**src/core/reset_watchdog_regs.vh**
```
/*
 * Register map, field positions, reset values and timing figures of the
 * reset timer and watchdog block. Assumes the includer uses a 125 MHz aclk.
 */
`ifndef RESET_WATCHDOG_REGS_VH
`define RESET_WATCHDOG_REGS_VH

`define OFS_OPTIONS 8'h00
`define OFS_STATUS 8'h04
`define OFS_CONTROL 8'h08

`define OPTIONS_RESET 8'hFF
`define OPT_ASSIGN_BIT 3
`define OPT_RATE_MSB 2
`define OPT_RATE_LSB 0

`define ST_PIN_WAKE_BIT 7
`define ST_CMP_WAKE_BIT 6
`define ST_TIMEOUT_BIT 4
`define ST_PDOWN_BIT 3
`define ST_WDT_EN_BIT 2
`define ST_SLEEP_BIT 1
`define ST_CORE_RST_BIT 0

`define CTL_WDT_CLEAR_BIT 0
`define CTL_SLEEP_BIT 1

`define RESP_OKAY 2'h0
`define RESP_SLVERR 2'h2

`define CLK_MHZ 125
`define POR_DELAY_MS 18
`define SHORT_DELAY_US 10
`define WDT_PERIOD_MS 18
`define WDT_OSC_DIV 125

`endif

```
**src/core/reset_timer_and_watchdog.v**
```verilog
/*
 * Reset timer and watchdog top: power-on latch, reset delay counter,
 * watchdog, reset cause flags and an AXI4-Lite register slave.
 * Assumes one 125 MHz aclk; configuration bits are static straps and the
 * wake events and core instructions arrive as aclk pulses.
 */
// Design decisions made here: register access over AXI4-Lite and the placing of the registers.
`timescale 1ns/1ns
`default_nettype none
`include "reset_watchdog_regs.vh"

module reset_timer_and_watchdog #(
	parameter integer POR_CYCLES = `POR_DELAY_MS * `CLK_MHZ * 1000,
	parameter integer WDT_PERIOD_TICKS = `WDT_PERIOD_MS * `CLK_MHZ * 1000 / `WDT_OSC_DIV,
	parameter integer WDT_OSC_DIV = `WDT_OSC_DIV
) (
	input wire aclk,
	input wire aresetn,
	input wire [7:0] awaddr,
	input wire [2:0] awprot,
	input wire awvalid,
	output reg awready,
	input wire [31:0] wdata,
	input wire [3:0] wstrb,
	input wire wvalid,
	output reg wready,
	output reg [1:0] bresp,
	output reg bvalid,
	input wire bready,
	input wire [7:0] araddr,
	input wire [2:0] arprot,
	input wire arvalid,
	output reg arready,
	output reg [31:0] rdata,
	output reg [1:0] rresp,
	output reg rvalid,
	input wire rready,
	input wire shared_input_pin,
	input wire master_clear_select_cfg,
	input wire watchdog_enable_cfg,
	input wire pin_wake_event,
	input wire comparator_wake_event,
	output reg core_reset,
	output reg sleep_active
);
	localparam integer SHORT_CYCLES = `SHORT_DELAY_US * `CLK_MHZ;
	localparam CNT_W = 22;
	localparam PER_W = 15;

	// Pin synchroniser
	reg pin_meta;
	reg pin_sync;

	// Register state
	reg [7:0] timer_prescale_options;
	reg timeout_flag;
	reg power_down_flag;
	reg pin_wake_flag;
	reg comparator_wake_flag;
	reg wdt_clear_req;
	reg sleep_req;
	reg power_on_pending;

	// Write channel holding state
	reg aw_got;
	reg w_got;
	reg [7:0] aw_addr;
	reg [31:0] w_data;
	reg [3:0] w_strb;

	wire delay_active;
	wire wdt_timeout;

	always @(posedge aclk) begin
		if (!aresetn) begin
			pin_meta <= 1'b1;
			pin_sync <= 1'b1;
		end else begin
			pin_meta <= shared_input_pin;
			pin_sync <= pin_meta;
		end
	end

	// Master clear is inactive when the pin serves as general input
	wire clear_high = !master_clear_select_cfg || pin_sync;
	wire wdt_en = watchdog_enable_cfg;
	wire master_clear_evt = !clear_high;
	wire wdt_evt = wdt_timeout && wdt_en && !core_reset && !delay_active;
	wire pin_evt = pin_wake_event && sleep_active && !core_reset;
	wire cmp_evt = comparator_wake_event && sleep_active && !core_reset;
	wire any_evt = master_clear_evt || wdt_evt || pin_evt || cmp_evt;
	wire do_sleep = sleep_req && !core_reset && !sleep_active;
	wire do_clear = wdt_clear_req && !core_reset;
	wire wdt_clear = do_clear || do_sleep || any_evt || core_reset;
	wire keep_long = power_on_pending && delay_active;

	// Master clear held low at power-up restarts the delay, which must stay long
	always @(posedge aclk) begin
		if (!aresetn) begin
			power_on_pending <= 1'b1;
		end else if (!delay_active) begin
			power_on_pending <= 1'b0;
		end
	end

	reset_delay_timer #(
		.CNT_W(CNT_W),
		.LONG_CYCLES(POR_CYCLES),
		.SHORT_CYCLES(SHORT_CYCLES)
	) u_delay (
		.aclk(aclk),
		.aresetn(aresetn),
		.start(any_evt),
		.use_long(keep_long),
		.run_ok(clear_high),
		.active(delay_active)
	);

	watchdog_core #(
		.PER_W(PER_W),
		.PERIOD_TICKS(WDT_PERIOD_TICKS),
		.OSC_DIV(WDT_OSC_DIV)
	) u_wdt (
		.aclk(aclk),
		.aresetn(aresetn),
		.enable(wdt_en),
		.clear(wdt_clear),
		.assign_wdt(timer_prescale_options[`OPT_ASSIGN_BIT]),
		.rate(timer_prescale_options[`OPT_RATE_MSB:`OPT_RATE_LSB]),
		.timeout(wdt_timeout)
	);

	// Core reset and sleep state
	always @(posedge aclk) begin
		if (!aresetn) begin
			core_reset <= 1'b1;
			sleep_active <= 1'b0;
		end else begin
			core_reset <= delay_active || any_evt;
			if (any_evt) begin
				sleep_active <= 1'b0;
			end else if (do_sleep) begin
				sleep_active <= 1'b1;
			end
		end
	end

	// Reset cause flags; hardware events and the sleep instruction touch them
	always @(posedge aclk) begin
		if (!aresetn) begin
			timeout_flag <= 1'b1;
			power_down_flag <= 1'b1;
			pin_wake_flag <= 1'b0;
			comparator_wake_flag <= 1'b0;
		end else if (master_clear_evt) begin
			pin_wake_flag <= 1'b0;
			comparator_wake_flag <= 1'b0;
			if (sleep_active) begin
				timeout_flag <= 1'b1;
				power_down_flag <= 1'b0;
			end
		end else if (wdt_evt) begin
			timeout_flag <= 1'b0;
			pin_wake_flag <= 1'b0;
			comparator_wake_flag <= 1'b0;
			if (sleep_active) begin
				power_down_flag <= 1'b0;
			end
		end else if (pin_evt) begin
			pin_wake_flag <= 1'b1;
			comparator_wake_flag <= 1'b0;
			timeout_flag <= 1'b1;
			power_down_flag <= 1'b0;
		end else if (cmp_evt) begin
			comparator_wake_flag <= 1'b1;
			pin_wake_flag <= 1'b0;
			timeout_flag <= 1'b1;
			power_down_flag <= 1'b0;
		end else if (do_sleep) begin
			timeout_flag <= 1'b1;
			power_down_flag <= 1'b0;
		end
	end

	// AXI4-Lite write path
	wire do_write = aw_got && w_got && !bvalid;
	wire [7:0] aw_word = {aw_addr[7:2], 2'h0};
	wire wr_options = aw_word == `OFS_OPTIONS;
	wire wr_status = aw_word == `OFS_STATUS;
	wire wr_control = aw_word == `OFS_CONTROL;
	wire wr_mapped = wr_options || wr_status || wr_control;

	always @(posedge aclk) begin
		if (!aresetn) begin
			awready <= 1'b1;
			wready <= 1'b1;
			bvalid <= 1'b0;
			bresp <= `RESP_OKAY;
			aw_got <= 1'b0;
			w_got <= 1'b0;
			aw_addr <= 8'h00;
			w_data <= 32'h0000_0000;
			w_strb <= 4'h0;
		end else begin
			if (awvalid && awready) begin
				aw_addr <= awaddr;
				aw_got <= 1'b1;
				awready <= 1'b0;
			end
			if (wvalid && wready) begin
				w_data <= wdata;
				w_strb <= wstrb;
				w_got <= 1'b1;
				wready <= 1'b0;
			end
			if (do_write) begin
				bvalid <= 1'b1;
				bresp <= wr_mapped ? `RESP_OKAY : `RESP_SLVERR;
				aw_got <= 1'b0;
				w_got <= 1'b0;
			end
			if (bvalid && bready) begin
				bvalid <= 1'b0;
				awready <= 1'b1;
				wready <= 1'b1;
			end
		end
	end

	// Options and instruction pulses; options return to all ones on every reset
	always @(posedge aclk) begin
		if (!aresetn) begin
			timer_prescale_options <= `OPTIONS_RESET;
			wdt_clear_req <= 1'b0;
			sleep_req <= 1'b0;
		end else begin
			wdt_clear_req <= 1'b0;
			sleep_req <= 1'b0;
			if (any_evt) begin
				timer_prescale_options <= `OPTIONS_RESET;
			end else if (do_write && wr_options && w_strb[0]) begin
				timer_prescale_options <= w_data[7:0];
			end
			if (do_write && wr_control && w_strb[0]) begin
				wdt_clear_req <= w_data[`CTL_WDT_CLEAR_BIT];
				sleep_req <= w_data[`CTL_SLEEP_BIT];
			end
		end
	end

	// AXI4-Lite read path; options read as zero, being write-only
	wire [7:0] ar_word = {araddr[7:2], 2'h0};
	reg [31:0] next_rdata;
	reg [1:0] next_rresp;

	always @* begin
		next_rdata = 32'h0000_0000;
		next_rresp = `RESP_OKAY;
		case (ar_word)
			`OFS_OPTIONS: begin
				next_rdata = 32'h0000_0000;
			end
			`OFS_STATUS: begin
				next_rdata[`ST_PIN_WAKE_BIT] = pin_wake_flag;
				next_rdata[`ST_CMP_WAKE_BIT] = comparator_wake_flag;
				next_rdata[`ST_TIMEOUT_BIT] = timeout_flag;
				next_rdata[`ST_PDOWN_BIT] = power_down_flag;
				next_rdata[`ST_WDT_EN_BIT] = wdt_en;
				next_rdata[`ST_SLEEP_BIT] = sleep_active;
				next_rdata[`ST_CORE_RST_BIT] = core_reset;
			end
			`OFS_CONTROL: begin
				next_rdata = 32'h0000_0000;
			end
			default: begin
				next_rresp = `RESP_SLVERR;
			end
		endcase
	end

	always @(posedge aclk) begin
		if (!aresetn) begin
			arready <= 1'b1;
			rvalid <= 1'b0;
			rdata <= 32'h0000_0000;
			rresp <= `RESP_OKAY;
		end else begin
			if (arvalid && arready) begin
				arready <= 1'b0;
				rvalid <= 1'b1;
				rdata <= next_rdata;
				rresp <= next_rresp;
			end
			if (rvalid && rready) begin
				rvalid <= 1'b0;
				arready <= 1'b1;
			end
		end
	end
endmodule // reset_timer_and_watchdog

`default_nettype wire

```
**src/core/reset_delay_timer.v**
```verilog
/*
 * Reset delay counter: holds its active output while counting a long or a
 * short delay. Assumes start is an aclk pulse or level (held to keep restarting) and run_ok a
 * synchronised level.
 */
`timescale 1ns/1ns
`default_nettype none

module reset_delay_timer #(
	parameter CNT_W = 22,
	parameter integer LONG_CYCLES = 2250000,
	parameter integer SHORT_CYCLES = 1250
) (
	input wire aclk,
	input wire aresetn,
	input wire start,
	input wire use_long,
	input wire run_ok,
	output reg active
);
	localparam integer LONG_M1 = LONG_CYCLES - 1;
	localparam integer SHORT_M1 = SHORT_CYCLES - 1;
	localparam [CNT_W-1:0] LONG_LAST = LONG_M1[CNT_W-1:0];
	localparam [CNT_W-1:0] SHORT_LAST = SHORT_M1[CNT_W-1:0];

	reg [CNT_W-1:0] cnt;
	reg long_sel;
	wire [CNT_W-1:0] last = long_sel ? LONG_LAST : SHORT_LAST;

	always @(posedge aclk) begin
		if (!aresetn) begin
			cnt <= {CNT_W{1'b0}};
			active <= 1'b1;
			long_sel <= 1'b1;
		end else if (start) begin
			cnt <= {CNT_W{1'b0}};
			active <= 1'b1;
			long_sel <= use_long;
		end else if (active && run_ok) begin
			cnt <= cnt + {{(CNT_W-1){1'b0}}, 1'b1};
			if (cnt == last) begin
				active <= 1'b0;
			end
		end
	end
endmodule // reset_delay_timer

`default_nettype wire

```
**src/core/watchdog_core.v**
```verilog
/*
 * Watchdog counter with its own free-running oscillator tick and an
 * optional power-of-two prescaler. Assumes all inputs are on aclk.
 */
`timescale 1ns/1ns
`default_nettype none

module watchdog_core #(
	parameter PER_W = 15,
	parameter integer PERIOD_TICKS = 18000,
	parameter integer OSC_DIV = 125
) (
	input wire aclk,
	input wire aresetn,
	input wire enable,
	input wire clear,
	input wire assign_wdt,
	input wire [2:0] rate,
	output reg timeout
);
	localparam integer OSC_M1 = OSC_DIV - 1;
	localparam integer PER_M1 = PERIOD_TICKS - 1;
	localparam [7:0] OSC_LAST = OSC_M1[7:0];
	localparam [PER_W-1:0] PER_LAST = PER_M1[PER_W-1:0];

	reg [7:0] osc_cnt;
	reg osc_tick;
	reg [6:0] pre_cnt;
	reg [PER_W-1:0] cnt;
	wire [6:0] mask = ~(7'h7F << rate);
	wire count_en = osc_tick && (!assign_wdt || ((pre_cnt & mask) == mask));

	// Oscillator never stops or clears, so sleep does not halt it
	always @(posedge aclk) begin
		if (!aresetn) begin
			osc_cnt <= 8'h00;
			osc_tick <= 1'b0;
		end else begin
			osc_tick <= (osc_cnt == OSC_LAST);
			osc_cnt <= (osc_cnt == OSC_LAST) ? 8'h00 : osc_cnt + 8'h01;
		end
	end

	always @(posedge aclk) begin
		if (!aresetn) begin
			pre_cnt <= 7'h00;
			cnt <= {PER_W{1'b0}};
			timeout <= 1'b0;
		end else begin
			timeout <= 1'b0;
			if (clear) begin
				cnt <= {PER_W{1'b0}};
				if (assign_wdt) begin
					pre_cnt <= 7'h00;
				end
			end else if (!enable) begin
				cnt <= {PER_W{1'b0}};
			end else begin
				if (osc_tick && assign_wdt) begin
					pre_cnt <= pre_cnt + 7'h01;
				end
				if (count_en) begin
					if (cnt == PER_LAST) begin
						cnt <= {PER_W{1'b0}};
						timeout <= 1'b1;
					end else begin
						cnt <= cnt + {{(PER_W-1){1'b0}}, 1'b1};
					end
				end
			end
		end
	end
endmodule // watchdog_core

`default_nettype wire

```
**config.mk**
```make
export PLATFORM = sky130hd
export DESIGN_NAME = reset_timer_and_watchdog
export DESIGN_NICKNAME = d
export VERILOG_FILES = /design/src/core/reset_timer_and_watchdog.v /design/src/core/reset_delay_timer.v /design/src/core/watchdog_core.v
export VERILOG_INCLUDE_DIRS = /design/src /design/src/core
export SDC_FILE = /design/constraint.sdc
export NUM_CORES = 1
export LEC_CHECK = 0
export BUFFER_PORTS_ARGS = -buffer_cell sky130_fd_sc_hd__buf_2
export CORE_MARGIN = 5
export CORE_UTILIZATION = 34
export CTS_CLUSTER_DIAMETER = 60
export DETAILED_ROUTE_END_ITERATION = 6
export MAX_ROUTING_LAYER = met4
export PLACE_DENSITY = 0.57
export RECOVER_POWER = 50
export SLEW_MARGIN = 5
export SYNTH_ARGS = -nofsm -noshare
export SYNTH_HDL_FRONTEND = slang
export SYNTH_HIERARCHICAL = 1
export SYNTH_SLANG_ARGS = --single-unit
```
**constraint.sdc**
```tcl
create_clock -name aclk -period 5.6 [get_ports aclk]
set_input_delay 0.28 -clock aclk [delete_from_list [all_inputs] [get_ports aclk]]
set_output_delay 0.28 -clock aclk [all_outputs]
set_load 0.02 [all_outputs]
```
==> qor.yml <==
rows: 43
avgViaCountPerCell: 5.168
cts.reportedPaths.clkPinSlew_ns: 0.07
routed_wirelength_mm: 10.08
r2r_slack_ns: 2.89
reg2reg_from: "core_reset"
drt-pass1-iter-count: 4
cts_tree: "yes"
synthAdderAreaFrac: 0.01314
start_kind: "register"
cts.root.buffer_cell: "clkbuf_16"
final_cell_mix: "dfxtp_1, nor2_1, a21oi_1, nand2_1, nand3_1"
cp.required_ns: 5.86
die_y_um: 128.3
period_minus_slack_ns: 2.712
io_buffer_count: 44
path_class: "reg -> reg"
ys_ff_latch: 98
fin_util: 0.3858
path_max_fanout: 13
hold_violations: 0
peakVddDrop_mv: 0.1391
yosysSeqAreaShare: 0.4121
hp-class: "in -> reg"
rsz0062_at_grt: "false"
synthCells: 548
ff2ff_path_depth: 6
cts_buffers: 9
cp_slowest_cell: "or3_1"
yosysUniqueCellTypes: 67
cts_sinks: 98
antenna_cells: 0
mostFrequentLayoutCell: "dfxtp_1"
synth_xor_area_frac: 0.03863
ios: 113
setup_viol: 0
num_vias: 3969
critical_path.max_stage_delay_ns: 0.50
yosys.area.top_type: "dfxtp_1"
ctsResizeCount: 0
netlist.area_leader.share: 0.4121
synthArstFlopShare: 0
area_growth_pct: 12.04
clockBufferDepth: 2
post_cts_buffers: 0
antenna_found_initial: 0
drive_gt1_frac: 0.1105
path_cells: "nand4bb_1, o311ai_0, or3_1, or2_2, or3_1, o31ai_1"
grt_pass1_vias: 3898
p_leak_uw: 0.001927
tightest_slew_ns: 0.8809
r2r-end: "u_wdt/cnt[4]"
synth_edf_count: 0
worstSetupEndpointType: "register"
drt-wirelength-per-cell_um: 13.12
ys_warn_count: 6
pre_cts_ws_ns: 2.960
setup_slack_ns: 2.888
grt_usage: 0.1327
synth_mux_area_frac: 0.004731
initial_core_util: 0.3443
cap_viol_max_count: 0
die_area_um2: 16470
power.density_nw_per_um2: 285.8
ant_nets: 0
die_w_um: 128.3
drv_slew: 0
min_period_over_period: 0.4843
insertion_delay_ns: 0.35
syn_avg_cell_area_um2: 8.688
finalSetupTns_ns: 0
grt_max_degree: 23
slew_headroom: 0.4127
dp_hpwl_mm: 7.211
nets: 658
grt_pass1_wl_mm: 17.72
core_um2: 13830
drc: 0
cpMostUsedCell: "or3_1"
worstPathArrival_ns: 2.97
dp_cells: 752
fin_cells: 768
synth_top_family_by_area: "simple AND/OR/NAND/NOR gates"
ys_top_cells_by_area: "dfxtp_1, buf_4, a21oi_1"
hold_buffers: 0
finClkSkew_ns: 0.005230
drt_iter0_drc: 206
cts.htree.levels: 3
startpoint: "core_reset"
status: "finished, final reports clean"
place_congestion: 0.8053
crit_end: "u_wdt/cnt[4]"
netlist_area_um2: 4761
synth_flop_cell: "dfxtp_1"
fmax_mhz: 368.7
grt_overflow: 0
yosys.area_share.simple: 0.2930
synth-compound-area-share: 0.1603
## per-stage QoR
step	hold slack (ns)	area (µm²)	total power, µW
after floorplan	0.3753	4858	820.3
after global placement	0.3907	5011	831.5
after detailed placement	0.4000	5011	834.2
after CTS	0.1362	5355	1552
after global routing	0.1419	5334	1594
final	0.1402	5334	1524
## sequential cells by signal (all words and copies together) (netlist names), 4 cells and up
register	count
aw_addr	6
u_wdt/pre_cnt	7
timer_prescale_options	4
rdata	7
u_wdt/cnt	15
w_data	4
u_delay/cnt	22
u_wdt/osc_cnt	8
## how the worst min path moves through the flow
stage | from | slack, ns | endpoint | cells past startpoint
2_1_floorplan | pin_wake_event | 0.38 | comparator_wake_flag | 1
4_1_cts | shared_input_pin | 0.14 | pin_meta | 2
5_1_grt | shared_input_pin | 0.14 | pin_meta | 2
3_5_place_dp | pin_meta | 0.40 | pin_sync | 1
6_report | shared_input_pin | 0.14 | pin_meta | 2
3_3_place_gp | pin_meta | 0.39 | pin_sync | 1
## logic make-up (layout without fill, tap and decap cells)
family,Yosys count,after routing
xor+xnor,21,21
other cells,1,27
buf+inv,64,78
compound gates,116,116
fa+ha+maj,5,5
flops,98,98
mux,2,2
simple gates,241,241
## final cells by class
| class | instances | area (µm²) |
|---|---|---|
| repair buffers | 46 | 214.0 |
| well taps | 180 | 225.2 |
| multi-input cells | 412 | 2529 |
| flip-flops and latches | 98 | 1962 |
| clock buffers | 10 | 229.0 |
| clock inverters | 6 | 115.1 |
| fillers | 1402 | 8493 |
| inverters | 16 | 60.06 |
## critical path: cells and delay by family, from the launching register on
kind	cells	cell delay (ns)
compound gates	2	0.46
flops	1	0.49
simple gates	4	1.68
## metal layers
layer | vias up | track usage | routed length (µm)
met5 | - | - | 0
met4 | 0 | 0.03371 | 135
met3 | 14 | 0.04649 | 463
met2 | 67 | 0.2112 | 4724
met1 | 1865 | 0.1610 | 4754
li1 | 2023 | - | -
## synth_stat cells (4+ instances only)
cell type / n
nor2b_1: 7
or3_1: 8
inv_1: 14
clkbuf_1: 11
nor4_1: 6
o31ai_1: 17
buf_4: 29
xnor2_1: 8
a21oi_1: 43
nor3_1: 12
and3_1: 13
xor2_1: 13
a211oi_1: 4
nand4_1: 13
nand2b_1: 11
a22o_1: 7
nand3b_1: 5
ha_1: 5
nor2_1: 43
and2_1: 4
dfxtp_1: 98
or4_1: 10
nand2_1: 42
nand3_1: 35
a31oi_1: 8
o21ai_0: 13
## report_power, final
part | switching (µW) | internal (µW) | leakage, µW
Sequential | 15.8 | 712 | 0.000795
Clock | 269 | 438 | 0.000163
Combinational | 61.7 | 28.0 | 0.000969
Total | 347 | 1180 | 0.00193
(Power assumes the default switching activity.)
